--- src/trbg_pkg.sv ---
// Purpose: Shared constants and types for the true random byte generator.
// Assumes: 100 MHz clock, Avalon-MM register access with 32-bit data.
// Notes:   Byte offsets equal the printed offsets.
package trbg_pkg;

    // ------------------------------------------------------------------
    // Register map
    // ------------------------------------------------------------------
    localparam logic [11:0] TRBG_OFS_START    = 12'h000;
    localparam logic [11:0] TRBG_OFS_STOP     = 12'h004;
    localparam logic [11:0] TRBG_OFS_FLAG     = 12'h100;
    localparam logic [11:0] TRBG_OFS_SHORT    = 12'h200;
    localparam logic [11:0] TRBG_OFS_IRQ_SET  = 12'h304;
    localparam logic [11:0] TRBG_OFS_IRQ_CLR  = 12'h308;
    localparam logic [11:0] TRBG_OFS_CONFIG   = 12'h504;
    localparam logic [11:0] TRBG_OFS_VALUE    = 12'h508;

    localparam int          TRBG_BIT_LSB      = 0;
    localparam logic [7:0]  TRBG_VALUE_RST    = 8'h00;
    localparam logic [31:0] TRBG_READ_ZERO    = 32'h0000_0000;

    // ------------------------------------------------------------------
    // Timing
    // ------------------------------------------------------------------
    localparam int TRBG_CLK_MHZ      = 100;
    localparam int TRBG_START_US     = 128;
    localparam int TRBG_RAW_BYTE_US  = 30;
    localparam int TRBG_BC_BYTE_US   = 120;
    localparam int TRBG_START_CYC    = TRBG_START_US * TRBG_CLK_MHZ;
    localparam int TRBG_RAW_BIT_CYC  = (TRBG_RAW_BYTE_US * TRBG_CLK_MHZ) / 8;
    localparam int TRBG_BC_PAIR_CYC  = (TRBG_BC_BYTE_US * TRBG_CLK_MHZ) / 32;

    typedef enum logic [1:0] {
        TRBG_IDLE  = 2'b00,
        TRBG_WARM  = 2'b01,
        TRBG_RUN   = 2'b10
    } trbg_state_t;

    typedef struct packed {
        logic        read;
        logic        write;
        logic [11:0] address;
        logic [31:0] writedata;
    } trbg_req_t;

endpackage

--- src/trbg_top.sv ---
// Purpose: True random byte generator with Avalon-MM registers.
// Assumes: Noise bit arrives asynchronously on noise_i.
// Notes:   Per-byte time depends on noise sampling and bias rejection.
`timescale 1ns/1ns

// Function
// - start task runs, stop task halts
// - bytes produced continuously, written when complete
// - one ready event per written byte
// - bits shift into eight-bit collector
// - config bit0 enables bias correction
// - byte time fixed in raw mode, varies with bias correction
// - start/stop by writing one at 0x000/0x004
// - event flag at 0x100 readable/writable
// - shortcut bit stops on each event
// - read-only output byte at 0x508
// - one-time startup delay after start
// - raw byte typically 30 us
// - corrected byte typically 120 us
module trbg_top
    import trbg_pkg::*;
#(
    parameter int START_CYC    = TRBG_START_CYC,
    parameter int RAW_BIT_CYC  = TRBG_RAW_BIT_CYC,
    parameter int BC_PAIR_CYC  = TRBG_BC_PAIR_CYC
) (
    input  wire logic        clk_i,          // 100 MHz clock
    input  wire logic        rst_n_i,        // Async reset, active low
    input  wire logic        noise_i,        // Asynchronous noise bit
    input  wire logic [11:0] avs_address_i,  // Byte address
    input  wire logic        avs_read_i,     // Read request
    input  wire logic        avs_write_i,    // Write request
    input  wire logic [31:0] avs_writedata_i,// Write data
    input  wire logic [3:0]  avs_byteenable_i,// Byte enables
    output logic [31:0]      avs_readdata_o, // Read data
    output logic             avs_waitrequest_o,// Wait request
    output logic             irq_o           // Level interrupt
);

    // ------------------------------------------------------------------
    // Bus decode
    // ------------------------------------------------------------------
    trbg_req_t req;
    assign req = '{read: avs_read_i, write: avs_write_i, address: avs_address_i,
                   writedata: avs_writedata_i};

    // One wait cycle per access keeps read data registered
    logic ack_q;
    assign avs_waitrequest_o = (req.read | req.write) & ~ack_q;
    wire   acc_done = (req.read | req.write) & ack_q;
    wire   wr_en    = req.write & ack_q & avs_byteenable_i[0];
    wire   wbit     = req.writedata[TRBG_BIT_LSB];

    // ------------------------------------------------------------------
    // Register decode
    // ------------------------------------------------------------------
    // One compare for every offset keeps the write strobes consistent
    // when the map changes
    function automatic logic trbg_at(input logic [11:0] addr, input logic [11:0] ofs);
        return (addr == ofs);
    endfunction

    wire   wr_start = wr_en & trbg_at(req.address, TRBG_OFS_START) & wbit;
    wire   wr_stop  = wr_en & trbg_at(req.address, TRBG_OFS_STOP) & wbit;
    wire   wr_flag  = wr_en & trbg_at(req.address, TRBG_OFS_FLAG);
    wire   wr_short = wr_en & trbg_at(req.address, TRBG_OFS_SHORT);
    wire   wr_iset  = wr_en & trbg_at(req.address, TRBG_OFS_IRQ_SET) & wbit;
    wire   wr_iclr  = wr_en & trbg_at(req.address, TRBG_OFS_IRQ_CLR) & wbit;
    wire   wr_cfg   = wr_en & trbg_at(req.address, TRBG_OFS_CONFIG);

    // ------------------------------------------------------------------
    // Noise synchroniser: three stages, change accepted when 2 and 3 agree
    // ------------------------------------------------------------------
    logic [2:0] sync_q;
    logic       noise_q;
    wire        noise_d = (sync_q[1] == sync_q[2]) ? sync_q[2] : noise_q;

    // ------------------------------------------------------------------
    // Generator state
    // ------------------------------------------------------------------
    trbg_state_t state_q, state_d;
    logic [15:0] cnt_q;
    logic [2:0]  nbits_q;
    logic [7:0]  shift_q;
    logic [7:0]  value_q;
    logic        have_first_q, first_bit_q;
    logic        flag_q, short_q, ien_q, cfg_q;

    // Terminal count of an n-cycle period; the cut to counter width is
    // deliberate, so periods must stay below 65536 cycles
    function automatic logic [15:0] trbg_last(input int n);
        return 16'(n - 1);
    endfunction

    wire tick_raw = (cnt_q >= trbg_last(RAW_BIT_CYC));
    wire tick_bc  = (cnt_q >= trbg_last(BC_PAIR_CYC));
    wire warm_end = (cnt_q >= trbg_last(START_CYC));
    wire tick     = (state_q == TRBG_RUN) & (cfg_q ? tick_bc : tick_raw);

    // Bias correction: take bit pairs, keep first bit only if pair differs
    wire pair_done = tick & cfg_q & have_first_q;
    wire bit_take  = tick & (~cfg_q | (pair_done & (first_bit_q != noise_q)));
    wire byte_done = bit_take & (nbits_q == 3'd7);
    wire [7:0] next_byte = {shift_q[6:0], cfg_q ? first_bit_q : noise_q};

    // ------------------------------------------------------------------
    // Sequencing
    // ------------------------------------------------------------------
    always_comb begin
        state_d = state_q;
        case (state_q)
            TRBG_IDLE: begin
                if (wr_start) begin
                    state_d = TRBG_WARM;
                end
            end
            TRBG_WARM: begin
                // A stop abandons the warm-up; the next start pays it again
                if (wr_stop) begin
                    state_d = TRBG_IDLE;
                end else if (warm_end) begin
                    state_d = TRBG_RUN;
                end
            end
            TRBG_RUN: begin
                if (wr_stop | (byte_done & short_q)) begin
                    state_d = TRBG_IDLE;
                end
            end
            default: begin
                state_d = TRBG_IDLE;
            end
        endcase
    end

    wire restart  = (state_d != state_q) | (state_q == TRBG_IDLE);
    wire cnt_wrap = tick | restart;

    always_ff @(posedge clk_i or negedge rst_n_i) begin
        if (!rst_n_i) begin
            state_q <= TRBG_IDLE;
        end else begin
            state_q <= state_d;
        end
    end

    // The period counter restarts on every state change, so the warm-up
    // is paid once per start and never between bytes of one run
    always_ff @(posedge clk_i or negedge rst_n_i) begin
        if (!rst_n_i) begin
            cnt_q <= 16'h0000;
        end else begin
            cnt_q <= cnt_wrap ? 16'h0000 : cnt_q + 16'h0001;
        end
    end

    // Synchroniser stages shift on every edge; only the last two are compared
    always_ff @(posedge clk_i or negedge rst_n_i) begin
        if (!rst_n_i) begin
            sync_q  <= 3'b000;
            noise_q <= 1'b0;
        end else begin
            sync_q  <= {sync_q[1:0], noise_i};
            noise_q <= noise_d;
        end
    end

    // ------------------------------------------------------------------
    // Bit collection
    // ------------------------------------------------------------------
    // The first bit of a pair waits here for its partner
    always_ff @(posedge clk_i or negedge rst_n_i) begin
        if (!rst_n_i) begin
            have_first_q <= 1'b0;
            first_bit_q  <= 1'b0;
        end else if (restart) begin
            have_first_q <= 1'b0;
        end else if (tick & cfg_q) begin
            have_first_q <= ~have_first_q;
            if (!have_first_q) begin
                first_bit_q <= noise_q;
            end
        end
    end

    always_ff @(posedge clk_i or negedge rst_n_i) begin
        if (!rst_n_i) begin
            nbits_q <= 3'd0;
            shift_q <= TRBG_VALUE_RST;
        end else if (restart) begin
            nbits_q <= 3'd0;
        end else if (bit_take) begin
            shift_q <= next_byte;
            nbits_q <= nbits_q + 3'd1;
        end
    end

    // ------------------------------------------------------------------
    // Output byte
    // ------------------------------------------------------------------
    // A new byte overwrites the old one at once; software has until the
    // next ready event to fetch it
    always_ff @(posedge clk_i or negedge rst_n_i) begin
        if (!rst_n_i) begin
            value_q <= TRBG_VALUE_RST;
        end else if (byte_done) begin
            value_q <= next_byte;
        end
    end

    // ------------------------------------------------------------------
    // Registers and interrupt
    // ------------------------------------------------------------------
    // Bus handshake: a request is answered one cycle after it rises
    always_ff @(posedge clk_i or negedge rst_n_i) begin
        if (!rst_n_i) begin
            ack_q <= 1'b0;
        end else begin
            ack_q <= (req.read | req.write) & ~ack_q;
        end
    end

    // Set wins over a same-cycle software write, so no event is lost
    always_ff @(posedge clk_i or negedge rst_n_i) begin
        if (!rst_n_i) begin
            flag_q <= 1'b0;
        end else if (byte_done) begin
            flag_q <= 1'b1;
        end else if (wr_flag) begin
            flag_q <= wbit;
        end
    end

    always_ff @(posedge clk_i or negedge rst_n_i) begin
        if (!rst_n_i) begin
            short_q <= 1'b0;
        end else if (wr_short) begin
            short_q <= wbit;
        end
    end

    always_ff @(posedge clk_i or negedge rst_n_i) begin
        if (!rst_n_i) begin
            ien_q <= 1'b0;
        end else if (wr_iset) begin
            ien_q <= 1'b1;
        end else if (wr_iclr) begin
            ien_q <= 1'b0;
        end
    end

    // A mode change mid-run acts at the next tick; a byte in progress
    // may then be built from both modes
    always_ff @(posedge clk_i or negedge rst_n_i) begin
        if (!rst_n_i) begin
            cfg_q <= 1'b0;
        end else if (wr_cfg) begin
            cfg_q <= wbit;
        end
    end

    assign irq_o = flag_q & ien_q;

    // ------------------------------------------------------------------
    // Read path
    // ------------------------------------------------------------------
    logic [31:0] rdata_q;
    logic [31:0] rsel;
    always_comb begin
        rsel = TRBG_READ_ZERO;
        case (req.address)
            TRBG_OFS_FLAG:    rsel = {31'd0, flag_q};
            TRBG_OFS_SHORT:   rsel = {31'd0, short_q};
            TRBG_OFS_IRQ_SET,
            TRBG_OFS_IRQ_CLR: rsel = {31'd0, ien_q};
            TRBG_OFS_CONFIG:  rsel = {31'd0, cfg_q};
            TRBG_OFS_VALUE:   rsel = {24'd0, value_q};
            default:          rsel = TRBG_READ_ZERO;
        endcase
    end

    // Read data is captured in the wait cycle and stands until the next read
    always_ff @(posedge clk_i or negedge rst_n_i) begin
        if (!rst_n_i) begin
            rdata_q <= TRBG_READ_ZERO;
        end else if (req.read & ~ack_q) begin
            rdata_q <= rsel;
        end
    end
    assign avs_readdata_o = rdata_q;
endmodule

--- config.mk ---
export PLATFORM = sky130hd
export DESIGN_NAME = trbg_top
export DESIGN_NICKNAME = d
export VERILOG_FILES = /design/src/trbg_pkg.sv /design/src/trbg_top.sv
export SDC_FILE = /design/constraint.sdc
export NUM_CORES = 1
export LEC_CHECK = 0
export BUFFER_PORTS_ARGS = -buffer_cell sky130_fd_sc_hd__buf_4
export CELL_PAD_IN_SITES_DETAIL_PLACEMENT = 0
export CELL_PAD_IN_SITES_GLOBAL_PLACEMENT = 1
export CORE_UTILIZATION = 35
export DETAILED_ROUTE_END_ITERATION = 16
export GPL_ROUTABILITY_DRIVEN = 0
export PLACE_DENSITY_LB_ADDON = 0.1
export SYNTH_ARGS = -nofsm -noshare
export SYNTH_HDL_FRONTEND = slang
export SYNTH_SLANG_ARGS = --single-unit
--- constraint.sdc ---
create_clock -name clk_i -period 1.8 [get_ports clk_i]
set_input_delay 0.18 -clock clk_i [delete_from_list [all_inputs] [get_ports clk_i]]
set_output_delay 0.18 -clock clk_i [all_outputs]
set_load 0.005 [all_outputs]
==> summary.md, run 1 <==
| Metric | Value |
|---|---|
| Yosys Warn Count | `0` |
| Router iterations before antenna repair | `4` |
| Worst setup SP type | `register` |
| Die H | `91.41 microns` |
| P_leak | `1.651 nW` |
| Longest Clk Path Bufs | `2` |
| Post-synth EDFFs | `0` |
| Post-synth ARST share | `100.0%` |
| Die outline area | `8355 sq um` |
| Seq/Total Area, Yosys | `49.19%` |
| Placed cells | `422` |
| DR vias | `2015` |
| Crit Path Max Fanout | `7` |
| Diode count | `0` |
| Core box area | `7727 sq um` |
| Reg clk slew, reported paths | `110 ps` |
| Share of layout cells above drive strength 1 | `35.95%` |
| Synthesized area per cell | `11.01 sq um` |
| Pin count of the biggest net entering global routing | `56` |
| # DRC | `0` |
| Arrival @ worst endpoint | `2050 ps` |
| Max Cap Viol | `0` |
| Layout fillers | `746` |
| Final Hold Vio Count | `0` |
| Antenna-violating nets left | `0` |
| Worst Clk Skew | `7.982 ps` |
| P per Cell Area | `837.0 nW/um^2` |
| Starting Density | `36.20%` |
| CTS tree | `built` |
| CP Class | `reg -> reg` |
| Worst Path Required | `2010 ps` |
| TNS Setup | `-186.7 ps` |
| Fin. max-slew vios | `0` |
| Cells after Synth | `254` |
| Wire per inst | `12.85 microns` |
| First-pass GRT wire length | `9425 microns` |
| FF+latch count, synth | `55` |
| Dpl hpwl | `3945 microns` |
| Final hold slack | `99.73 ps` |
| CP Launch Point | `cnt_q[0]$_DFF_PN0_` |
| Min-Delay Startpoint | `avs_address_i[3]` |
| GRT Overall Usage | `14.20%` |
| CTS root buf | `clkbuf_8` |
| Row cnt | `32` |
| Initial antenna violation count | `0` |
| Top_reg_cell synth | `dfrtp_1` |
| Most frequent cells in the layout | `buf_4 (66), dfrtp_1 (55), conb_1 (26), nor3_1 (18), mux2_2 (18)` |
| Tightest Pin Transition | `692.4 ps` |
| TritonCTS Sinks | `55` |
| TritonCTS buffer count | `5` |
| RSZ-0062 raised after global routing | `true` |
| Max Fclk | `541.3 MHz` |
| Hold Path Cell Cnt | `2` |
| Die X | `91.41 microns` |
| H-Tree Depth | `2` |
| Overall routed net length | `5565 microns` |
| Num ports | `87` |
| Area Growth Syn to Fin | `27.06%` |
| Area of the multi-input gates | `1370 sq um` |
| Worst min path class | `in -> reg` |
| Vias in the first global route | `1970` |
| Avg Vias per Cell | `4.654` |
| Register Area | `1376 sq um` |
| Total gr overflow | `0` |
| Status | `finished with violations` |
| Commonest non-fill, non-tap cell in the layout | `buf_4` |
| Nets@finish | `387` |
| Port Buf Inserts | `28` |
| Post-synth cell types | `49` |
| Final worst path period need | `1847 ps` |
| Final setup fails | `8` |
| Slew headroom | `53.84%` |
| Worst VDD drop | `0.5142 mV` |
| Reg2reg path depth | `7` |
| Post-route setup slack | `-47.41 ps` |
| Cell area after synthesis | `2798 sq um` |
| Non-filler instance count after layout | `433` |
| Kind of end point of the critical path | `register` |
| Total power | `2.975 mW` |
| Iter 0 DRT Violations | `53` |
| Fin crit share | `102.6%` |
| RR Startpoint | `cnt_q[0]$_DFF_PN0_` |
| Later-pin clock latency in the skew report | `310 ps` |
| Violated checks | `setup timing` |
==> metal layers <==
metal  vias up  global-route usage, %  wire (microns)
li1       1005                      -               -
met1       956                  20.31            2901
met2        48                  21.55            2380
met3         6                  3.099             220
met4         0                  3.968              63
met5         -                      0               0
==> worst paths after layout <==
| check | endpoint | slack [ps] |
|---|---|---|
| min in group asynchronous | ack_q$_DFF_PN0_ | 440 |
| max in group asynchronous | cnt_q[9]$_DFF_PN0_ | 900 |
| setup / recovery | shift_q[6]$_DFFE_PN0P_ | -50 |
| hold reg to reg | sync_q[1]$_DFF_PN0_ | 370 |
| hold / removal | ien_q$_DFFE_PN0P_ | 100 |
| setup reg to reg | shift_q[6]$_DFFE_PN0P_ | -50 |
==> Yosys cell counts, types with 6 or more instances <==
cell type / n / area, sq um
nor2_1: 17 / 63.81
dfrtp_1: 55 / 1376
nand2_1: 16 / 60.06
nor3_1: 25 / 125.1
mux2_2: 18 / 202.7
nand3_1: 6 / 30.03
buf_4: 25 / 187.7
xnor2_1: 8 / 70.07
inv_1: 6 / 22.52
a22o_1: 7 / 61.31
xor2_1: 7 / 61.31
==> power by group <==
part	internal (mW)	leakage, nW	switching [mW]	total, mW
Sequential	1.34	0.731	0.0758	1.42
Clock	0.299	0.0526	0.451	0.751
Combinational	0.391	0.867	0.415	0.806
Total	2.03	1.65	0.942	2.98
==> kinds of logic after synthesis <==
group / count (synthesis) / share of synthesized area (%)
AOI/OAI and AO/OA: 32 / 9.079
xor gates and xnor gates: 15 / 4.696
adders and majority gates: 5 / 2.147
buffers and inverters: 33 / 7.826
DFF: 55 / 49.19
muxes: 22 / 8.855
other: 1 / 0.1340
and+or+nand+nor: 91 / 18.07
==> critical path, cell delays in order, from the launching register on <==
cell and delay [ps]:
dfrtp_1 410, inv_1 70, ha_2 170, o21ai_2 70
a211oi_4 330, o211ai_2 140, nand3b_4 240, mux2_4 320
==> repair_timing <==
item / in CTS / in global routing
pin swaps: 4 / 2
setup buffers: 0 / 0
resized for setup: 11 / 8
hold buffers: 2 / 0
setup endpoints to repair: 12 / 34
gates cloned: 0 / 1
endpoints found under the hold margin: 56 / 0
==> sequential cells by signal (all words and copies together), names as in the netlist <==
register        count
ack_q               1
avs_readdata_o      8
cfg_q               1
cnt_q              16
first_bit_q         1
flag_q              1
have_first_q        1
ien_q               1
nbits_q             3
noise_q             1
shift_q             7
short_q             1
state_q             2
sync_q              3
value_q             8
==> per-stage QoR <==
stage	utilization (%)	setup slack, ps	instance area, sq um
after global placement	43.36	-172.6	3351
after global routing	46.00	-149.5	3555
final	46.00	-47.41	3555
after floorplan	-	10.63	2897
after detailed placement	43.36	-148.7	3351
after CTS	45.51	-56.10	3517
==> final cells by class <==
type | instances | area share (%)
Timing Repair Buffer | 71 | 15.70
Clock inverter | 3 | 0.8800
Clock buffer | 5 | 1.936
Multi-Input combinational cell | 191 | 38.54
Inverter | 6 | 0.6336
Sequential cell | 55 | 38.72
Tap cell | 102 | 3.590
Note: power is estimated with default switching activity, not from simulation.
==> run 2, diff against run 1 <==
==> constraint.sdc (replaced) <==
create_clock -name clk_i -period 1.8 [get_ports clk_i]
set_input_delay 0.36 -clock clk_i [delete_from_list [all_inputs] [get_ports clk_i]]
set_output_delay 0.36 -clock clk_i [all_outputs]
set_load 0.005 [all_outputs]
==> summary.md, run 2 (synthesized netlist as in run 1, its figures left out) <==
| Metric | Value |
|---|---|
| Layout fillers | `714` |
| Final hold slack | `148.3 ps` |
| TNS Setup | `-541.6 ps` |
| CP Class | `reg -> reg` |
| Tightest Pin Transition | `501.1 ps` |
| Placed cells | `436` |
| Kind of end point of the critical path | `register` |
| Antenna-violating nets left | `0` |
| Design Area, Final | `3905 sq um` |
| Final setup fails | `16` |
| Overall routed net length | `5860 microns` |
| Fin. max-slew vios | `0` |
| Initial antenna violation count | `0` |
| P per Cell Area | `819.4 nW/um^2` |
| Crit Path Max Fanout | `7` |
| CTS root buf | `clkbuf_8` |
| TritonCTS Sinks | `55` |
| Nets@finish | `406` |
| Die outline area | `8355 sq um` |
| Post-layout util | `50.53%` |
| Max Cap Viol | `0` |
| Most flop-heavy register | `cnt_q` |
| Dpl hpwl | `4030 microns` |
| Max Fclk | `539.6 MHz` |
| P_leak | `1.817 nW` |
| Total power | `3.200 mW` |
| H-Tree Depth | `2` |
| Arrival @ worst endpoint | `2060 ps` |
| Row cnt | `32` |
| RSZ-0062 raised after global routing | `true` |
| Core box area | `7727 sq um` |
| Final Hold Vio Count | `0` |
| Post-route setup slack | `-53.17 ps` |
| Router iterations before antenna repair | `4` |
| Post-DP Area | `3480 sq um` |
| Worst setup SP type | `register` |
| Area Growth Syn to Fin | `39.58%` |
| Worst Clk Skew | `12.13 ps` |
| # DRC | `0` |
| Port Buf Inserts | `28` |
| Later-pin clock latency in the skew report | `310 ps` |
| Pre-CTS WS | `-167.0 ps` |
| Avg Vias per Cell | `4.726` |
| Register Area | `1376 sq um` |
| Violated checks | `setup timing` |
| Worst VDD drop | `0.4573 mV` |
| Die H | `91.41 microns` |
| Starting Density | `36.20%` |
| Diode count | `0` |
| TritonCTS buffer count | `5` |
| Iter 0 DRT Violations | `78` |
| Total gr overflow | `0` |
| Wire per inst | `12.96 microns` |
| CTS tree | `built` |
| Share of layout cells above drive strength 1 | `44.57%` |
| Status | `finished with violations` |
| Longest Clk Path Bufs | `2` |
| Reg clk slew, reported paths | `100 ps` |
| Area of the multi-input gates | `1558 sq um` |
| Worst Path Required | `2010 ps` |
| Most frequent cells in the layout | `buf_4 (81), dfrtp_1 (55), conb_1 (26), nor2_1 (17), nand2_1 (15)` |
| Final worst path period need | `1853 ps` |
| Vias in the first global route | `2129` |
| GRT Overall Usage | `14.99%` |
| DR vias | `2136` |
| Non-filler instance count after layout | `452` |
| Pin count of the biggest net entering global routing | `38` |
| Max reg flops | `16` |
| Worst min path class | `in -> reg` |
| Die X | `91.41 microns` |
| Commonest non-fill, non-tap cell in the layout | `buf_4` |
| Fin crit share | `103.0%` |
| First-pass GRT wire length | `9929 microns` |
| Num ports | `87` |
| Slew headroom | `66.60%` |
run 2: changes by cell type in the layout (fill, tap and decap cells not counted), sizes merged:
cell,change
buf,+20
dlygate4sd3,-1
clkinv,+2
inv,-2
run 2: critical path, cell delays in order, from the launching register on:
cell	delay, ps
dfrtp_1	420
buf_6	130
ha_4	160
o21ai_4	160
a211oi_4	100
o211ai_2	190
nand3b_4	230
mux2_2	350
run 2: cell type report:
type	instances	share of cell area, %
multi-input cells	191	39.89
well taps	102	3.268
clock buffers	5	1.762
flip-flops and latches	55	35.25
repair buffers	90	18.68
inverters	6	0.5767
clock inverters	3	0.5767
run 2: timing repair:
| item | 4_1_cts | 5_1_grt |
|---|---|---|
| setup buffers | 4 | 1 |
| gates cloned | 1 | 1 |
| hold buffers | 1 | 0 |
| pin swaps | 7 | 4 |
| endpoints found under the hold margin | 18 | 0 |
| gates resized for setup | 27 | 34 |
| endpoints found under the setup margin | 34 | 35 |
run 2: power breakdown:
part | internal [mW] | switching (mW)
clock | 0.280 | 0.431
combinational | 0.511 | 0.554
sequential | 1.34 | 0.0807
run 2: final timing paths:
check / slack [ps] / cells past startpoint / to / startpoint
setup / recovery: -50 / 7 / shift_q[1]$_DFFE_PN0P_ / cnt_q[1]$_DFF_PN0_
hold / removal: 150 / 1 / sync_q[0]$_DFF_PN0_ / noise_i
setup reg to reg: -50 / 7 / shift_q[1]$_DFFE_PN0P_ / cnt_q[1]$_DFF_PN0_
hold reg to reg: 360 / 0 / sync_q[1]$_DFF_PN0_ / sync_q[0]$_DFF_PN0_
max in group asynchronous: 870 / 3 / cnt_q[10]$_DFF_PN0_ / rst_n_i
min in group asynchronous: 450 / 2 / ack_q$_DFF_PN0_ / rst_n_i
run 2: routing by layer:
layer  vias up  share of wire (%)  track usage (%)
met2        52                 46            23.68
met5         -                  0                0
met1      1035                 49            20.02
met3         8                3.3            3.183
met4         0                1.7            5.820
li1       1041                  -                -
